**config.mk**
```make
export PLATFORM = sky130hd
export DESIGN_NAME = trp_top
export DESIGN_NICKNAME = d
export VERILOG_FILES = /design/src/verilog/trp_pkg.sv /design/src/verilog/trp_fifo.sv /design/src/verilog/trp_top.sv
export SDC_FILE = /design/constraint.sdc
export NUM_CORES = 1
export LEC_CHECK = 0
export BUFFER_PORTS_ARGS = -buffer_cell sky130_fd_sc_hd__buf_2
export CAP_MARGIN = 20
export CORE_MARGIN = 2
export CORE_UTILIZATION = 60
export DETAILED_ROUTE_END_ITERATION = 7
export PLACE_DENSITY = 0.79
export SLEW_MARGIN = 20
export SYNTH_ARGS = -nofsm -noshare
export SYNTH_HDL_FRONTEND = slang
export SYNTH_SLANG_ARGS = --single-unit
```
**constraint.sdc**
```tcl
create_clock -name i_clock -period 7.33 [get_ports i_clock]
set_input_delay 1.466 -clock i_clock [delete_from_list [all_inputs] [get_ports i_clock]]
set_output_delay 1.466 -clock i_clock [all_outputs]
set_load 0.02 [all_outputs]
```
**src/verilog/trp_pkg.sv**
```systemverilog
/*
  Constants for the touch report policy block: register offsets, reset
  values, field positions, report codes and timing counts.
  Assumes a 100 MHz clock.
*/
package trp_pkg;

  // ---------------------------------------------------------------
  // Register offsets
  // ---------------------------------------------------------------
  localparam logic [7:0] OFS_FAST_AVG = 8'h04;
  localparam logic [7:0] OFS_SLOW_AVG = 8'h05;
  localparam logic [7:0] OFS_FAST_ACC = 8'h06;
  localparam logic [7:0] OFS_SLOW_ACC = 8'h07;
  localparam logic [7:0] OFS_SPEED_THR = 8'h08;
  localparam logic [7:0] OFS_IDLE_SLEEP = 8'h0A;
  localparam logic [7:0] OFS_RELEASE_DEB = 8'h0B;
  localparam logic [7:0] OFS_ACTION_CFG = 8'h0C;
  localparam logic [7:0] OFS_SEQ_GAP = 8'h0F;

  // ---------------------------------------------------------------
  // Reset values
  // ---------------------------------------------------------------
  localparam logic [7:0] RST_FAST_AVG = 8'h04;
  localparam logic [7:0] RST_SLOW_AVG = 8'h10;
  localparam logic [7:0] RST_FAST_ACC = 8'h02;
  localparam logic [7:0] RST_SLOW_ACC = 8'h08;
  localparam logic [7:0] RST_SPEED_THR = 8'h04;
  localparam logic [7:0] RST_IDLE_SLEEP = 8'h64;
  localparam logic [7:0] RST_RELEASE_DEB = 8'h80;
  localparam logic [7:0] RST_ACTION_CFG = 8'hB1;
  localparam logic [7:0] RST_SEQ_GAP = 8'hC8;

  // ---------------------------------------------------------------
  // Action field positions and report format
  // ---------------------------------------------------------------
  localparam int INIT_MSB = 7;
  localparam int INIT_LSB = 5;
  localparam int MOVE_MSB = 4;
  localparam int MOVE_LSB = 3;
  localparam int REL_MSB = 2;
  localparam int REL_LSB = 0;
  localparam logic [1:0] MOVE_PEN0 = 2'h1;
  localparam logic [1:0] MOVE_PEN1 = 2'h2;
  localparam logic [7:0] HDR_MARK = 8'h80;
  localparam logic [2:0] REPORT_BYTES = 3'h5;
  localparam int COORD_W = 12;

  // ---------------------------------------------------------------
  // Timing: a shared 10 us tick scales every delay
  // ---------------------------------------------------------------
  localparam int CLK_NS = 10;
  localparam int TICK_NS = 10000;
  localparam int TICK_CYCLES = TICK_NS / CLK_NS;
  localparam int GAP_UNIT_NS = 50000;
  localparam int DEB_UNIT_NS = 240000;
  localparam int SLEEP_UNIT_NS = 100000000;
  localparam int GAP_TICKS = GAP_UNIT_NS / TICK_NS;
  localparam int DEB_TICKS = DEB_UNIT_NS / TICK_NS;
  localparam int SLEEP_TICKS = SLEEP_UNIT_NS / TICK_NS;

  typedef enum logic [1:0] {
    TRP_IDLE,
    TRP_SEND,
    TRP_GAP
  } trp_state_t;

endpackage

```
**src/verilog/trp_fifo.sv**
```systemverilog
/*
  Small synchronous FIFO with valid/ready on both sides.
  Assumes one clock and a synchronous active-low reset.
*/
`timescale 1ns/1ns
module trp_fifo #(
  parameter int W = 8,
  parameter int D = 8
) (
  input wire logic i_clock, // Clock
  input wire logic i_rst_n, // Sync reset, active low
  input wire logic i_in_valid, // Write request
  output logic o_in_ready, // Not full
  input wire logic [W-1:0] i_in_data, // Write data
  output logic o_out_valid, // Not empty
  input wire logic i_out_ready, // Read accept
  output logic [W-1:0] o_out_data // Head word
);
  localparam int AW = $clog2(D);

  logic [W-1:0] mem [D];
  logic [AW:0] wr_ptr_r;
  logic [AW:0] wr_ptr_nxt;
  logic [AW:0] rd_ptr_r;
  logic [AW:0] rd_ptr_nxt;
  logic full;
  logic empty;
  logic do_wr;
  logic do_rd;

  always_comb
  begin
    empty = (wr_ptr_r == rd_ptr_r);
    full = (wr_ptr_r[AW] != rd_ptr_r[AW]) && (wr_ptr_r[AW-1:0] == rd_ptr_r[AW-1:0]);
    o_in_ready = !full;
    o_out_valid = !empty;
    o_out_data = mem[rd_ptr_r[AW-1:0]];
    do_wr = i_in_valid && !full;
    do_rd = i_out_ready && !empty;
    wr_ptr_nxt = wr_ptr_r + (AW+1)'(do_wr);
    rd_ptr_nxt = rd_ptr_r + (AW+1)'(do_rd);
  end

  always_ff @(posedge i_clock)
  begin
    if (!i_rst_n)
    begin
      wr_ptr_r <= '0;
      rd_ptr_r <= '0;
    end
    else
    begin
      wr_ptr_r <= wr_ptr_nxt;
      rd_ptr_r <= rd_ptr_nxt;
    end
    if (do_wr)
    begin
      mem[wr_ptr_r[AW-1:0]] <= i_in_data;
    end
  end
endmodule

```
**src/verilog/trp_top.sv**
```systemverilog
/*
  Touch report policy: sampling and filter choice by speed, sleep timer,
  release debounce and report sequencing into a byte FIFO.
  Assumes measurement samples, touch level and command activity come from
  synchronous logic on the same clock.
*/
// Behaviour
// - Fast motion selects the fast sample averaging count, 1 to 128.
// - Slow motion selects the slow sample averaging count, 1 to 128.
// - Fast motion selects the fast accuracy filter level, 1 to 8.
// - Slow motion selects the slow accuracy filter level, 1 to 8.
// - Motion counts as fast when speed exceeds the 8-bit threshold.
// - Sleep after idle for timeout setting times 100 ms.
// - A timeout setting of zero never sleeps.
// - Touch or command activity wakes the device from sleep.
// - Release starts debounce; touch returning cancels the release report.
// - Debounce lasts the debounce setting times 240 us.
// - Each report carries pen bit: 1 down, 0 up.
// - Initial touch field picks one of six report sequences.
// - Movement field: none, stream with pen 0, or stream with pen 1.
// - Release field uses the same six sequences as initial touch.
// - Reports are five bytes: header with pen bit, then X and Y.
// - Reports in one sequence are spaced by gap setting times 50 us.
`timescale 1ns/1ns
module trp_top #(
  parameter int P_TICK_CYCLES = trp_pkg::TICK_CYCLES,
  parameter int P_FIFO_DEPTH = 8
) (
  input wire logic i_clock, // 100 MHz clock
  input wire logic i_rst_n, // Sync reset, active low
  input wire logic i_reg_we, // Register write strobe
  input wire logic [7:0] i_reg_addr, // Register offset
  input wire logic [7:0] i_reg_wdata, // Register write data
  output logic [7:0] o_reg_rdata, // Register read data
  input wire logic i_touch_down, // Touch present level
  input wire logic i_sample_valid, // Averaged sample pulse
  input wire logic [11:0] i_x, // X coordinate
  input wire logic [11:0] i_y, // Y coordinate
  input wire logic [7:0] i_speed, // Movement speed
  input wire logic i_cmd_activity, // Command byte pulse
  output logic o_fast_motion, // Fast motion class
  output logic [7:0] o_sample_avg, // Active averaging count
  output logic [7:0] o_accuracy_level, // Active filter level
  output logic o_sleep, // Low power sleep
  output logic o_pen_active, // Pen held down
  output logic o_tx_valid, // Report byte valid
  input wire logic i_tx_ready, // Report byte accept
  output logic [7:0] o_tx_data // Report byte
);

  // ---------------------------------------------------------------
  // Registers
  // ---------------------------------------------------------------
  logic [7:0] fast_avg_r, slow_avg_r, fast_acc_r, slow_acc_r, thr_r;
  logic [7:0] sleep_r, deb_r, cfg_r, gap_r, rdata_nxt;

  always_comb
  begin
    unique case (i_reg_addr)
      trp_pkg::OFS_FAST_AVG: rdata_nxt = fast_avg_r;
      trp_pkg::OFS_SLOW_AVG: rdata_nxt = slow_avg_r;
      trp_pkg::OFS_FAST_ACC: rdata_nxt = fast_acc_r;
      trp_pkg::OFS_SLOW_ACC: rdata_nxt = slow_acc_r;
      trp_pkg::OFS_SPEED_THR: rdata_nxt = thr_r;
      trp_pkg::OFS_IDLE_SLEEP: rdata_nxt = sleep_r;
      trp_pkg::OFS_RELEASE_DEB: rdata_nxt = deb_r;
      trp_pkg::OFS_ACTION_CFG: rdata_nxt = cfg_r;
      trp_pkg::OFS_SEQ_GAP: rdata_nxt = gap_r;
      default: rdata_nxt = 8'h00;
    endcase
  end

  always_ff @(posedge i_clock)
  begin
    if (!i_rst_n)
    begin
      fast_avg_r <= trp_pkg::RST_FAST_AVG;
      slow_avg_r <= trp_pkg::RST_SLOW_AVG;
      fast_acc_r <= trp_pkg::RST_FAST_ACC;
      slow_acc_r <= trp_pkg::RST_SLOW_ACC;
      thr_r <= trp_pkg::RST_SPEED_THR;
      sleep_r <= trp_pkg::RST_IDLE_SLEEP;
      deb_r <= trp_pkg::RST_RELEASE_DEB;
      cfg_r <= trp_pkg::RST_ACTION_CFG;
      gap_r <= trp_pkg::RST_SEQ_GAP;
      o_reg_rdata <= 8'h00;
    end
    else
    begin
      o_reg_rdata <= rdata_nxt;
      if (i_reg_we && i_reg_addr == trp_pkg::OFS_FAST_AVG) fast_avg_r <= i_reg_wdata;
      if (i_reg_we && i_reg_addr == trp_pkg::OFS_SLOW_AVG) slow_avg_r <= i_reg_wdata;
      if (i_reg_we && i_reg_addr == trp_pkg::OFS_FAST_ACC) fast_acc_r <= i_reg_wdata;
      if (i_reg_we && i_reg_addr == trp_pkg::OFS_SLOW_ACC) slow_acc_r <= i_reg_wdata;
      if (i_reg_we && i_reg_addr == trp_pkg::OFS_SPEED_THR) thr_r <= i_reg_wdata;
      if (i_reg_we && i_reg_addr == trp_pkg::OFS_IDLE_SLEEP) sleep_r <= i_reg_wdata;
      if (i_reg_we && i_reg_addr == trp_pkg::OFS_RELEASE_DEB) deb_r <= i_reg_wdata;
      if (i_reg_we && i_reg_addr == trp_pkg::OFS_ACTION_CFG) cfg_r <= i_reg_wdata;
      if (i_reg_we && i_reg_addr == trp_pkg::OFS_SEQ_GAP) gap_r <= i_reg_wdata;
    end
  end

  // ---------------------------------------------------------------
  // Speed class, averaging and filter choice
  // ---------------------------------------------------------------
  logic fast_nxt;
  logic [7:0] avg_nxt, acc_nxt;

  always_comb
  begin
    fast_nxt = o_fast_motion;
    if (i_sample_valid)
    begin
      fast_nxt = (i_speed > thr_r);
    end
    avg_nxt = fast_nxt ? fast_avg_r : slow_avg_r;
    acc_nxt = fast_nxt ? fast_acc_r : slow_acc_r;
  end

  always_ff @(posedge i_clock)
  begin
    if (!i_rst_n)
    begin
      o_fast_motion <= 1'b0;
      o_sample_avg <= trp_pkg::RST_SLOW_AVG;
      o_accuracy_level <= trp_pkg::RST_SLOW_ACC;
    end
    else
    begin
      o_fast_motion <= fast_nxt;
      o_sample_avg <= avg_nxt;
      o_accuracy_level <= acc_nxt;
    end
  end

  // ---------------------------------------------------------------
  // Tick, sleep and debounce timers
  // ---------------------------------------------------------------
  logic [15:0] pre_r, pre_nxt;
  logic tick;
  logic [31:0] idle_r, idle_nxt, deb_cnt_r, deb_cnt_nxt;
  logic [31:0] sleep_target, deb_target;
  logic sleep_nxt, pen_nxt, release_go;
  logic activity;
  trp_pkg::trp_state_t st_r, st_nxt;

  always_comb
  begin
    tick = (pre_r == 16'(P_TICK_CYCLES - 1));
    pre_nxt = tick ? 16'h0000 : pre_r + 16'h0001;
    activity = i_touch_down || i_cmd_activity;
    sleep_target = 32'(sleep_r) * 32'(trp_pkg::SLEEP_TICKS);
    deb_target = 32'(deb_r) * 32'(trp_pkg::DEB_TICKS);
    idle_nxt = idle_r;
    if (activity)
    begin
      idle_nxt = 32'h0000_0000;
    end
    else if (tick && idle_r < sleep_target)
    begin
      idle_nxt = idle_r + 32'h0000_0001;
    end
    sleep_nxt = o_sleep;
    if (activity)
    begin
      sleep_nxt = 1'b0;
    end
    else if (sleep_r != 8'h00 && idle_r >= sleep_target)
    begin
      sleep_nxt = 1'b1;
    end
    deb_cnt_nxt = deb_cnt_r;
    if (i_touch_down || !o_pen_active)
    begin
      deb_cnt_nxt = 32'h0000_0000;
    end
    else if (tick && deb_cnt_r < deb_target)
    begin
      deb_cnt_nxt = deb_cnt_r + 32'h0000_0001;
    end
    release_go = o_pen_active && !i_touch_down && deb_cnt_r >= deb_target
      && st_r == trp_pkg::TRP_IDLE;
    pen_nxt = o_pen_active;
    if (release_go)
    begin
      pen_nxt = 1'b0;
    end
    else if (!o_pen_active && i_touch_down && i_sample_valid && st_r == trp_pkg::TRP_IDLE)
    begin
      pen_nxt = 1'b1;
    end
  end

  always_ff @(posedge i_clock)
  begin
    if (!i_rst_n)
    begin
      pre_r <= 16'h0000;
      idle_r <= 32'h0000_0000;
      deb_cnt_r <= 32'h0000_0000;
      o_sleep <= 1'b0;
      o_pen_active <= 1'b0;
    end
    else
    begin
      pre_r <= pre_nxt;
      idle_r <= idle_nxt;
      deb_cnt_r <= deb_cnt_nxt;
      o_sleep <= sleep_nxt;
      o_pen_active <= pen_nxt;
    end
  end

  // ---------------------------------------------------------------
  // Report sequencer
  // ---------------------------------------------------------------
  logic [2:0] bits_r, bits_nxt, code_bits;
  logic [1:0] left_r, left_nxt, code_len;
  logic [2:0] idx_r, idx_nxt;
  logic [11:0] x_r, x_nxt, y_r, y_nxt;
  logic [31:0] gap_cnt_r, gap_cnt_nxt, gap_target;
  logic [2:0] code;
  logic start, move_go;
  logic push, push_ready, fifo_valid;
  logic [7:0] push_data, fifo_data;

  always_comb
  begin
    start = 1'b0;
    code = 3'h0;
    move_go = 1'b0;
    if (release_go)
    begin
      start = 1'b1;
      code = cfg_r[trp_pkg::REL_MSB:trp_pkg::REL_LSB];
    end
    else if (pen_nxt && !o_pen_active)
    begin
      start = 1'b1;
      code = cfg_r[trp_pkg::INIT_MSB:trp_pkg::INIT_LSB];
    end
    else if (o_pen_active && i_touch_down && i_sample_valid && st_r == trp_pkg::TRP_IDLE)
    begin
      move_go = 1'b1;
    end
    // Pen bits sent first in bit 0
    unique case (code)
      3'h1: begin code_len = 2'h1; code_bits = 3'h0; end
      3'h2: begin code_len = 2'h1; code_bits = 3'h1; end
      3'h3: begin code_len = 2'h2; code_bits = 3'h1; end
      3'h4: begin code_len = 2'h3; code_bits = 3'h2; end
      3'h5: begin code_len = 2'h2; code_bits = 3'h2; end
      default: begin code_len = 2'h0; code_bits = 3'h0; end
    endcase
    if (move_go)
    begin
      unique case (cfg_r[trp_pkg::MOVE_MSB:trp_pkg::MOVE_LSB])
        trp_pkg::MOVE_PEN0: begin code_len = 2'h1; code_bits = 3'h0; end
        trp_pkg::MOVE_PEN1: begin code_len = 2'h1; code_bits = 3'h1; end
        default: begin code_len = 2'h0; code_bits = 3'h0; end
      endcase
    end
    gap_target = 32'(gap_r) * 32'(trp_pkg::GAP_TICKS);
    st_nxt = st_r;
    bits_nxt = bits_r;
    left_nxt = left_r;
    idx_nxt = idx_r;
    x_nxt = x_r;
    y_nxt = y_r;
    gap_cnt_nxt = gap_cnt_r;
    unique case (idx_r)
      3'h0: push_data = trp_pkg::HDR_MARK | {7'h00, bits_r[0]};
      3'h1: push_data = {1'b0, x_r[6:0]};
      3'h2: push_data = {3'h0, x_r[11:7]};
      3'h3: push_data = {1'b0, y_r[6:0]};
      default: push_data = {3'h0, y_r[11:7]};
    endcase
    push = (st_r == trp_pkg::TRP_SEND);
    unique case (st_r)
      trp_pkg::TRP_IDLE:
      begin
        if ((start || move_go) && code_len != 2'h0)
        begin
          st_nxt = trp_pkg::TRP_SEND;
          bits_nxt = code_bits;
          left_nxt = code_len;
          idx_nxt = 3'h0;
          if (i_sample_valid)
          begin
            x_nxt = i_x;
            y_nxt = i_y;
          end
        end
        else if (i_sample_valid && i_touch_down)
        begin
          x_nxt = i_x;
          y_nxt = i_y;
        end
      end
      trp_pkg::TRP_SEND:
      begin
        if (push_ready)
        begin
          idx_nxt = idx_r + 3'h1;
          if (idx_r == trp_pkg::REPORT_BYTES - 3'h1)
          begin
            idx_nxt = 3'h0;
            left_nxt = left_r - 2'h1;
            bits_nxt = {1'b0, bits_r[2:1]};
            gap_cnt_nxt = 32'h0000_0000;
            st_nxt = (left_r == 2'h1) ? trp_pkg::TRP_IDLE : trp_pkg::TRP_GAP;
          end
        end
      end
      trp_pkg::TRP_GAP:
      begin
        if (gap_cnt_r >= gap_target)
        begin
          st_nxt = trp_pkg::TRP_SEND;
        end
        else if (tick)
        begin
          gap_cnt_nxt = gap_cnt_r + 32'h0000_0001;
        end
      end
      default: st_nxt = trp_pkg::TRP_IDLE;
    endcase
  end

  always_ff @(posedge i_clock)
  begin
    if (!i_rst_n)
    begin
      st_r <= trp_pkg::TRP_IDLE;
      bits_r <= 3'h0;
      left_r <= 2'h0;
      idx_r <= 3'h0;
      x_r <= 12'h000;
      y_r <= 12'h000;
      gap_cnt_r <= 32'h0000_0000;
    end
    else
    begin
      st_r <= st_nxt;
      bits_r <= bits_nxt;
      left_r <= left_nxt;
      idx_r <= idx_nxt;
      x_r <= x_nxt;
      y_r <= y_nxt;
      gap_cnt_r <= gap_cnt_nxt;
    end
  end

  // ---------------------------------------------------------------
  // Report FIFO and output stage
  // ---------------------------------------------------------------
  logic pop;
  logic tx_valid_nxt;
  logic [7:0] tx_data_nxt;

  trp_fifo #(.W(8), .D(P_FIFO_DEPTH)) u_fifo (
    .i_clock(i_clock),
    .i_rst_n(i_rst_n),
    .i_in_valid(push),
    .o_in_ready(push_ready),
    .i_in_data(push_data),
    .o_out_valid(fifo_valid),
    .i_out_ready(pop),
    .o_out_data(fifo_data)
  );

  always_comb
  begin
    pop = !o_tx_valid || i_tx_ready;
    tx_valid_nxt = pop ? fifo_valid : o_tx_valid;
    tx_data_nxt = (pop && fifo_valid) ? fifo_data : o_tx_data;
  end

  always_ff @(posedge i_clock)
  begin
    if (!i_rst_n)
    begin
      o_tx_valid <= 1'b0;
      o_tx_data <= 8'h00;
    end
    else
    begin
      o_tx_valid <= tx_valid_nxt;
      o_tx_data <= tx_data_nxt;
    end
  end
endmodule

```
==> results.py, run 1 <==
metrics = {
    "logic_synthesis": {
        "netlist.area_leader.share": 0.323,
        "synth_top_area_cell": "dfxtp_1",
        "synth_fp_nets": 1856,
        "yosysSeqAreaShare": 0.441,
        "synth_warnings": 0,
        "netlist_instances": 1660,
        "synth_edf_count": 64,
        "async_flop_share": 0,
        "syn-mean-instance-area_sq_um": 9.76,
        "synth_cell_types": 69,
        "synth-seq-cells": 325,
        "yosys-top-cells-area": "dfxtp_1 32%, edfxtp_1 12%, ha_1 9.8%",
        "ys_top_cells_by_count": "261 x dfxtp_1, 169 x nor2_1, 129 x nand2_1",
        "syn_area_sq_um": 16200,
        "yosysMostFrequentCell": "dfxtp_1",
        "synth_ff_type": "dfxtp_1",
    },
    "global_route": {
        "grt_pass1_vias": 12200,
        "grt_max_degree": 64,
        "gr-total-overflow": 0,
        "antenna_found_initial": 1,
        "grt_first_pass_wirelength_um": 61900,
        "grtUsageTotal": 0.269,
    },
    "sta": {
        "fin_ws_ns": 0.572,
        "layout_min_cycle_time_ns": 6.76,
        "setup_viol": 0,
        "slew_headroom": 0.279,
        "max_freq_mhz": 148,
        "rsz0062_at_grt": "false",
        "fin_skew_ns": 0.0122,
        "tns_ns": 0,
        "hold_violations": 0,
        "worstMarginPinSlew_ns": 1.08,
        "slew_viol_final": 0,
        "post-route-period-util": 0.922,
    },
    "placement": {
        "port_buffers": 90,
        "place_area_sq_um": 16800,
        "routabilityCongestion": 0.880,
        "pre_cts_ws_ns": 0.676,
        "post-dp-hpwl_um": 25700,
    },
    "hold_path": {
        "min_delay_path_depth": 1,
        "hp-class": "flip-flop to flip-flop",
        "hp-start": "gap_cnt_r[24]",
    },
    "setup_path": {
        "critPathLaunchType": "flip-flop",
        "arrival_ns": 7.21,
        "timing.rr.start": "sleep_r[3]",
        "required_ns": 7.78,
        "critPathKind": "flip-flop to flip-flop",
        "crit_path_max_fanout": 12,
        "rr_worst_depth": 23,
        "startpoint": "sleep_r[3]",
        "cp-end-kind": "flip-flop",
    },
    "floorplan": {
        "die_h_um": 168,
        "rows": 60,
        "dieArea_sq_um": 28300,
        "core_sq_um": 26700,
        "start_util": 0.606,
        "io_pins": 91,
        "fp.dieW_um": 168,
    },
    "status": {
        "status": "complete, no violations",
    },
    "routing": {
        "ant_nets": 0,
        "wirelength_um": 38000,
        "drc": 0,
        "drt_iter0_drc": 1008,
        "avgRoutedWirePerCell_um": 18.2,
        "vias_per_cell": 6.01,
        "first_pass_iters": 5,
        "vias": 12600,
    },
    "power_and_ir_drop": {
        "powerDensity_nw_per_um2": 247,
        "vdd_drop_max_uv": 174,
        "finalPower_mw": 4.46,
        "p_leak_nw": 7.32,
    },
    "clock_tree": {
        "post-cts-setup-buffers": 0,
        "clock_latency_ns": 0.53,
        "htreeDepth": 2,
        "cts_buffer_depth": 3,
        "cts_root_buf": "clkbuf_16",
        "numClockSinks": 325,
        "clk_pin_slew_ns": 0.06,
        "cts_tree": "yes",
        "ctsResizeCount": 0,
        "cts_inserted_buffers": 35,
        "hold_buffers": 0,
    },
    "cells_and_area": {
        "multi_input_area_sq_um": 8390,
        "nNetsFinal": 1918,
        "diodes": 0,
        "final_util": 0.676,
        "ff_latch_area_sq_um": 7150,
        "fin_area_sq_um": 18100,
        "fillers": 1999,
        "syn2layout_area_growth_pct": 11.5,
        "drive_gt1_frac": 0.112,
    },
    "job": {
        "cap_violations": 0,
    },
}
[final timing paths]
path                   end  slack [ns]
max             idle_r[19]        0.57
min          gap_cnt_r[24]        0.46
max reg2reg     idle_r[19]        0.57
min reg2reg  gap_cnt_r[24]        0.46
[routing by layer]
layer / up-vias / track usage / part of all wire
met4: 0 / 0.0870 / 0.029
met2: 439 / 0.440 / 0.46
met5: - / 0 / 0
li1: 6020 / - / -
met1: 6008 / 0.369 / 0.45
met3: 87 / 0.0430 / 0.065
[metrics by stage]
step	hold slack, ns	cells
CTS	0.460	2088
detailed placement	0.446	2025
global route	0.476	2089
floorplan	0.430	1660
finish	0.459	2089
global placement	0.440	2025
[cell families after synthesis]
kind of cell	after synthesis	synth area share
AO/OA/AOI/OAI	274	0.105
AND/OR/NAND/NOR	587	0.178
adder cells (fa/ha/maj)	141	0.115
buffers and inverters	163	0.0413
multiplexers	115	0.0897
flip-flops	325	0.441
XOR/XNOR	55	0.0297
[state kept, by name, summed over array words and instances (netlist names), 3 cells and up]
| signal | cells |
|---|---|
| gap_cnt_r | 32 |
| fast_avg_r | 8 |
| deb_cnt_r | 32 |
| o_accuracy_level | 8 |
| x_r | 12 |
| cfg_r | 8 |
| thr_r | 8 |
| gap_r | 8 |
| pre_r | 16 |
| idle_r | 32 |
| u_fifo.wr_ptr_r | 4 |
| sleep_r | 8 |
| u_fifo.rd_ptr_r | 4 |
| slow_acc_r | 8 |
| o_tx_data | 8 |
| u_fifo.mem | 64 |
| o_reg_rdata | 8 |
| o_sample_avg | 8 |
| idx_r | 3 |
| y_r | 12 |
| slow_avg_r | 8 |
| deb_r | 8 |
| fast_acc_r | 8 |
[critical path, cell delays in order (launching register included)]
cell and delay (ns):
dfxtp_1 0.52, inv_1 0.13, ha_1 0.30, ha_1 0.28
inv_1 0.05, fa_1 0.48, fa_1 0.55, inv_1 0.08
fa_1 0.46, a21o_1 0.20, a21oi_1 0.24, o21bai_1 0.10
a21oi_1 0.24, o21bai_1 0.10, a21oi_1 0.27, a211oi_1 0.15
ha_1 0.20, a2111oi_0 0.44, nand3_1 0.13, a211oi_1 0.31
and4_1 0.37, nand4b_1 0.39, or4_1 0.54, a21oi_1 0.15
[layout make-up]
type                            instances  area share
Sequential cell                       325       0.396
Clock buffer                           49      0.0599
Timing Repair Buffer                   98      0.0294
Inverter                               90      0.0188
Clock inverter                         14     0.00818
Tap cell                              341      0.0236
Multi-Input combinational cell       1172       0.464
[cells in the final DEF (no fill, tap or decap), types with 12 or more instances in the layout]
| cell type | instances |
|---|---|
| mux4_2 | 24 |
| nand3_1 | 75 |
| a211oi_1 | 12 |
| nor2b_1 | 17 |
| nand4_1 | 24 |
| edfxtp_1 | 64 |
| nor2_1 | 169 |
| ha_1 | 127 |
| and2_1 | 51 |
| inv_1 | 89 |
| o21ai_0 | 58 |
| a31oi_1 | 15 |
| nor3_1 | 21 |
| buf_2 | 90 |
| fa_1 | 14 |
| o21bai_1 | 12 |
| xor2_1 | 24 |
| a21oi_1 | 102 |
| nor4_1 | 12 |
| dfxtp_1 | 261 |
| clkbuf_16 | 38 |
| nand2_1 | 129 |
| mux2i_1 | 90 |
| and3_1 | 22 |
| or3_1 | 24 |
| a21o_1 | 15 |
| xnor2_1 | 31 |
[where the power goes]
| part | switching [mW] | leakage [nW] | internal, mW |
|---|---|---|---|
| Sequential | 0.0656 | 2.71 | 1.93 |
| Clock | 0.744 | 0.602 | 1.08 |
| Combinational | 0.383 | 4.01 | 0.247 |
| Total | 1.19 | 7.32 | 3.26 |
(Power assumes the default switching activity.)
==> inputs of run 2 (changes only) <==
--- a/config.mk
+++ b/config.mk
@@ -5,6 +5,7 @@
 export SDC_FILE = /design/constraint.sdc
 export NUM_CORES = 1
 export LEC_CHECK = 0
+export ABC_AREA = 1
 export BUFFER_PORTS_ARGS = -buffer_cell sky130_fd_sc_hd__buf_2
 export CAP_MARGIN = 20
 export CORE_MARGIN = 2
==> run 2 against run 1 <==
Net effect:
- global-route usage up 1.2 points
- sequential power rose by 3%
- area after synthesis increased by 2.2%
- maximum frequency increased by 12%
- via count is 13% higher
- non-clock buffer count unchanged
- clock power barely moved
- sequential share of layout area fell by 0.82 points
- critical endpoint is now idle_r[17]
- highest routed layer unchanged
==> results.py, run 2 <==
metrics = {
    "cells_and_area": {
        "fillers": 2153,
        "fin_cells": 2505,
        "nNetsFinal": 2334,
        "diodes": 0,
        "largest_reg_flops": 64,
        "final_common_cell": "inv_1",
        "drive_gt1_frac": 0.0924,
        "fin_area_sq_um": 18400,
        "syn2layout_area_growth_pct": 11.3,
        "layout_common_cells": "314 x inv_1, 311 x nand2_1, 261 x dfxtp_1, 241 x nor2_1, 165 x a21oi_1",
    },
    "routing": {
        "ant_nets": 0,
        "vias": 14100,
        "vias_per_cell": 5.64,
        "drt_iter0_drc": 1408,
        "avgRoutedWirePerCell_um": 16.1,
        "wirelength_um": 40300,
        "drc": 0,
        "first_pass_iters": 5,
    },
    "floorplan": {
        "fp.dieW_um": 170,
        "start_util": 0.613,
        "io_pins": 91,
        "rows": 60,
        "dieArea_sq_um": 29000,
        "core_sq_um": 27000,
        "die_h_um": 170,
    },
    "setup_path": {
        "rr_worst_depth": 32,
        "r2r_end": "idle_r[17]",
        "crit_path_max_incr_delay_ns": 0.54,
        "crit_end": "idle_r[17]",
        "timing.rr.start": "sleep_r[3]",
        "cp_common_cell": "nand2_1",
        "crit_path_max_fanout": 6,
        "critPathKind": "flip-flop to flip-flop",
        "cp-end-kind": "flip-flop",
        "arrival_ns": 6.41,
        "rrSetupSlack_ns": 1.30,
        "required_ns": 7.71,
        "startpoint": "sleep_r[3]",
        "critPathLaunchType": "flip-flop",
        "slowest_stage": "fa_1",
    },
    "logic_synthesis": {
        "synth_fp_nets": 2263,
        "netlist.area_leader.share": 0.315,
        "netlist_instances": 2067,
        "yosys-top-cells-area": "dfxtp_1 32%, edfxtp_1 12%, ha_1 9.6%",
        "synth-seq-cells": 325,
        "syn-mean-instance-area_sq_um": 8.01,
        "synth_edf_count": 64,
        "yosysMostFrequentCell": "inv_1",
        "syn_area_sq_um": 16600,
        "synth_warnings": 0,
        "async_flop_share": 0,
        "synth_cell_types": 51,
        "synth_top_area_cell": "dfxtp_1",
        "ys_top_cells_by_count": "315 x inv_1, 312 x nand2_1, 261 x dfxtp_1",
        "yosysSeqAreaShare": 0.431,
        "synth_ff_type": "dfxtp_1",
    },
    "sta": {
        "fin_ws_ns": 1.30,
        "rsz0062_at_grt": "false",
        "hold_violations": 0,
        "worstMarginPinSlew_ns": 1.14,
        "slew_headroom": 0.240,
        "layout_min_cycle_time_ns": 6.03,
        "fin_skew_ns": 0.0111,
        "max_freq_mhz": 166,
        "tns_ns": 0,
        "setup_viol": 0,
        "post-route-period-util": 0.823,
        "slew_viol_final": 0,
    },
    "clock_tree": {
        "ctsResizeCount": 0,
        "post-cts-setup-buffers": 0,
        "cts_tree": "yes",
        "numClockSinks": 325,
        "cts_inserted_buffers": 35,
        "htreeDepth": 2,
        "cts_buffer_depth": 3,
        "clk_pin_slew_ns": 0.07,
        "clock_latency_ns": 0.52,
        "hold_buffers": 0,
        "cts_root_buf": "clkbuf_16",
    },
    "power_and_ir_drop": {
        "vdd_drop_max_uv": 156,
        "p_comb_frac": 0.196,
        "p_sw_frac": 0.294,
        "p_clk_frac": 0.379,
        "powerDensity_nw_per_um2": 265,
        "internal_power_mw": 3.45,
        "pwr-share-seq": 0.424,
        "p_leak_nw": 7.88,
        "power.switching_mw": 1.44,
        "finalPower_mw": 4.89,
    },
    "global_route": {
        "gr-total-overflow": 0,
        "grtUsageTotal": 0.282,
        "grt_pass1_vias": 13600,
        "grt_max_degree": 101,
        "antenna_found_initial": 0,
        "grt_first_pass_wirelength_um": 65900,
    },
    "hold_path": {
        "hp-class": "flip-flop to flip-flop",
    },
    "job": {
        "cap_violations": 0,
    },
    "placement": {
        "post-dp-hpwl_um": 28800,
        "pre_cts_ws_ns": 1.38,
        "place_area_sq_um": 17200,
        "placed_cells": 2442,
        "routabilityCongestion": 0.934,
        "port_buffers": 90,
    },
    "status": {
        "status": "complete, no violations",
    },
}
-- run 2: critical path, delay by kind of cell (launching register included) --
family	cells	cell delay, ns
adder cells (fa/ha/maj)	6	2.18
AND/OR/NAND/NOR	16	2.04
AO/OA/AOI/OAI	6	0.85
flip-flops	1	0.50
buffers and inverters	4	0.31
-- run 2: kinds of logic (layout without fill, tap and decap cells) --
logic type / after synthesis / count (layout) / share of synthesized area
AND/OR/NAND/NOR: 746 / 746 / 0.192
AO/OA/AOI/OAI: 432 / 432 / 0.151
buffers and inverters: 382 / 479 / 0.0906
flip-flops: 325 / 325 / 0.431
adder cells (fa/ha/maj): 141 / 141 / 0.113
XOR/XNOR: 41 / 41 / 0.0217
-- run 2: area by class of cell --
cell class | count | area, sq um | area share
Clock buffer | 52 | 1060 | 0.0577
Tap cell | 341 | 427 | 0.0231
Timing Repair Buffer | 98 | 513 | 0.0278
Inverter | 318 | 1190 | 0.0647
Clock inverter | 11 | 171 | 0.00930
Multi-Input combinational cell | 1360 | 7930 | 0.430
Sequential cell | 325 | 7150 | 0.388
-- run 2: worst min path at each step --
stage	startpoint	endpoint	depth (start not counted)
2_1_floorplan	idle_r[27]	idle_r[27]	2
3_3_place_gp	deb_cnt_r[25]	deb_cnt_r[25]	2
3_5_place_dp	deb_cnt_r[19]	deb_cnt_r[19]	2
4_1_cts	deb_cnt_r[19]	deb_cnt_r[19]	2
5_1_grt	deb_cnt_r[20]	deb_cnt_r[20]	2
6_report	deb_cnt_r[19]	deb_cnt_r[19]	2
-- run 2: power groups by stage --
stage               sequential (mW)  combinational (mW)  clock, mW
global route                   2.08                1.09       1.95
detailed placement             2.11               0.944          0
floorplan                      2.12               0.710          0
CTS                            2.07               0.953       1.87
finish                         2.07               0.960       1.85
global placement               2.10               0.914          0
-- run 2: routing by layer --
metal,global-route usage,vias to the layer above,share of wire
met5,0,-,0
met4,0.104,0,0.032
met3,0.0374,93,0.069
met2,0.464,504,0.46
met1,0.379,6531,0.44
li1,-,7002,-
-- run 2: stage by stage --
stage	hold WS, ns	utilization
floorplan	0.408	-
global placement	0.414	0.636
detailed placement	0.417	0.636
CTS	0.426	0.682
global route	0.447	0.682
finish	0.423	0.682
==> inputs of run 3 (changes only) <==
==> constraint.sdc (replaced) <==
create_clock -name i_clock -period 5.65 [get_ports i_clock]
set_input_delay 1.13 -clock i_clock [delete_from_list [all_inputs] [get_ports i_clock]]
set_output_delay 1.13 -clock i_clock [all_outputs]
set_load 0.02 [all_outputs]
==> run 3 against run 2 <==
Net effect:
- core utilization rose by 1.0 points
- sequential share of layout area fell by 0.54 points
- sequential cell count did not move
- via count rose by 1.7%
- final cell count rose by 0.68%
- routed wire length rose by 1.6%
- non-clock buffer count rose by 15
- worst setup slack got worse by 1.2 ns
- clock power rose by 25%
==> results.py, run 3 (synthesis results as in run 2) <==
metrics = {
    "floorplan": {
        "io_pins": 91,
        "fp.dieW_um": 170,
        "start_util": 0.613,
        "dieArea_sq_um": 29000,
        "die_h_um": 170,
        "core_sq_um": 27000,
        "rows": 60,
    },
    "global_route": {
        "grt_first_pass_wirelength_um": 65700,
        "grtUsageTotal": 0.280,
        "gr-total-overflow": 0,
        "antenna_found_initial": 0,
        "grt_pass1_vias": 13500,
        "grt_max_degree": 71,
    },
    "cells_and_area": {
        "drive_gt1_frac": 0.114,
        "largest_reg_flops": 64,
        "layout_common_cells": "308 x inv_1, 308 x nand2_1, 258 x dfxtp_1, 238 x nor2_1, 158 x a21oi_1",
        "diodes": 0,
        "nNetsFinal": 2350,
        "syn2layout_area_growth_pct": 13.0,
        "final_util": 0.692,
        "fillers": 2105,
    },
    "setup_path": {
        "rrSetupSlack_ns": 0.09,
        "r2r_end": "idle_r[17]",
        "path_depth": 26,
        "slowest_stage": "fa_1",
        "path_buf_inv": 3,
        "cp-end-kind": "flip-flop",
        "arrival_ns": 6.01,
        "required_ns": 6.10,
        "crit_path_max_fanout": 5,
        "critPathLaunchType": "flip-flop",
        "crit_path_max_incr_delay_ns": 0.54,
        "crit_end": "idle_r[17]",
        "startpoint": "sleep_r[5]",
        "rr_worst_depth": 26,
        "timing.rr.start": "sleep_r[5]",
        "critPathKind": "flip-flop to flip-flop",
        "crit_family": "adder cells",
    },
    "hold_path": {
        "hp-class": "flip-flop to flip-flop",
    },
    "power_and_ir_drop": {
        "finalPower_mw": 6.25,
        "powerDensity_nw_per_um2": 334,
        "vdd_drop_max_uv": 265,
        "p_leak_nw": 7.92,
    },
    "clock_tree": {
        "cts_inserted_buffers": 36,
        "clock_latency_ns": 0.53,
        "htreeDepth": 2,
        "hold_buffers": 0,
        "cts_tree": "yes",
        "clk_pin_slew_ns": 0.06,
        "numClockSinks": 325,
        "cts_root_buf": "clkbuf_16",
        "cts_buffer_depth": 3,
    },
    "routing": {
        "avgRoutedWirePerCell_um": 16.2,
        "first_pass_iters": 6,
        "ant_nets": 0,
        "drt_iter0_drc": 1379,
        "wirelength_um": 40900,
        "drc": 0,
        "vias": 14400,
        "vias_per_cell": 5.70,
    },
    "sta": {
        "slew_viol_final": 0,
        "max_freq_mhz": 180,
        "fin_ws_ns": 0.0897,
        "worstMarginPinSlew_ns": 1.02,
        "layout_min_cycle_time_ns": 5.56,
        "fin_skew_ns": 0.0198,
        "post-route-period-util": 0.984,
        "slew_headroom": 0.317,
        "setup_viol": 0,
        "hold_violations": 0,
        "rsz0062_at_grt": "true",
    },
    "placement": {
        "post-dp-hpwl_um": 29100,
        "port_buffers": 90,
        "routabilityCongestion": 0.924,
        "pre_cts_ws_ns": -0.0507,
    },
    "status": {
        "status": "complete, no violations",
    },
    "job": {
        "cap_violations": 0,
    },
}
## run 3: cell type report
| cell class | instances | area, sq um | share of cell area |
|---|---|---|---|
| flip-flops and latches | 325 | 7150 | 0.382 |
| multi-input cells | 1360 | 8110 | 0.433 |
| clock buffers | 54 | 1060 | 0.0567 |
| inverters | 318 | 1200 | 0.0644 |
| clock inverters | 11 | 125 | 0.00669 |
| well taps | 341 | 427 | 0.0228 |
| repair buffers | 113 | 632 | 0.0338 |
## run 3: metal layers
layer | share of wire | track usage | vias up
li1 | - | - | 7048
met5 | 0 | 0 | -
met2 | 0.46 | 0.462 | 533
met4 | 0.028 | 0.0977 | 0
met3 | 0.072 | 0.0428 | 97
met1 | 0.44 | 0.375 | 6691
## run 3: how the worst min path moves through the flow
stage | startpoint | end | cells past startpoint | slack [ns]
2_1_floorplan | idle_r[27] | idle_r[27] | 2 | 0.41
3_3_place_gp | deb_cnt_r[31] | deb_cnt_r[31] | 2 | 0.41
3_5_place_dp | deb_cnt_r[29] | deb_cnt_r[29] | 2 | 0.42
4_1_cts | deb_cnt_r[29] | deb_cnt_r[29] | 2 | 0.43
5_1_grt | deb_cnt_r[24] | deb_cnt_r[24] | 2 | 0.44
6_report | deb_cnt_r[29] | deb_cnt_r[29] | 2 | 0.42
## run 3: report_power, final
| group | switching (mW) | internal, mW |
|---|---|---|
| Sequential | 0.0830 | 2.61 |
| Clock | 0.957 | 1.36 |
| Combinational | 0.868 | 0.382 |
| Total | 1.91 | 4.35 |
## run 3: worst min-delay path: stages, from the launching register on
cell and delay (ns):
dfxtp_1 0.30, inv_1 0.04, nor2_1 0.03
## run 3: metrics by stage
stage | cell area, sq um | setup TNS [ns] | instances | hold WS [ns]
global placement | 17300 | 0 | 2450 | 0.414
detailed placement | 17300 | -0.0646 | 2451 | 0.418
floorplan | 16600 | 0 | 2067 | 0.408
global route | 18700 | -1.63 | 2522 | 0.441
CTS | 18500 | 0 | 2517 | 0.427
finish | 18700 | 0 | 2522 | 0.423
## run 3: what timing repair did
| item | 4_1_cts | 5_1_grt |
|---|---|---|
| setup buffers | 1 | 5 |
| endpoints found under the setup margin | 4 | 22 |
| pin swaps | 1 | 31 |
| gates cloned | 0 | 0 |
| resized for setup | 1 | 48 |
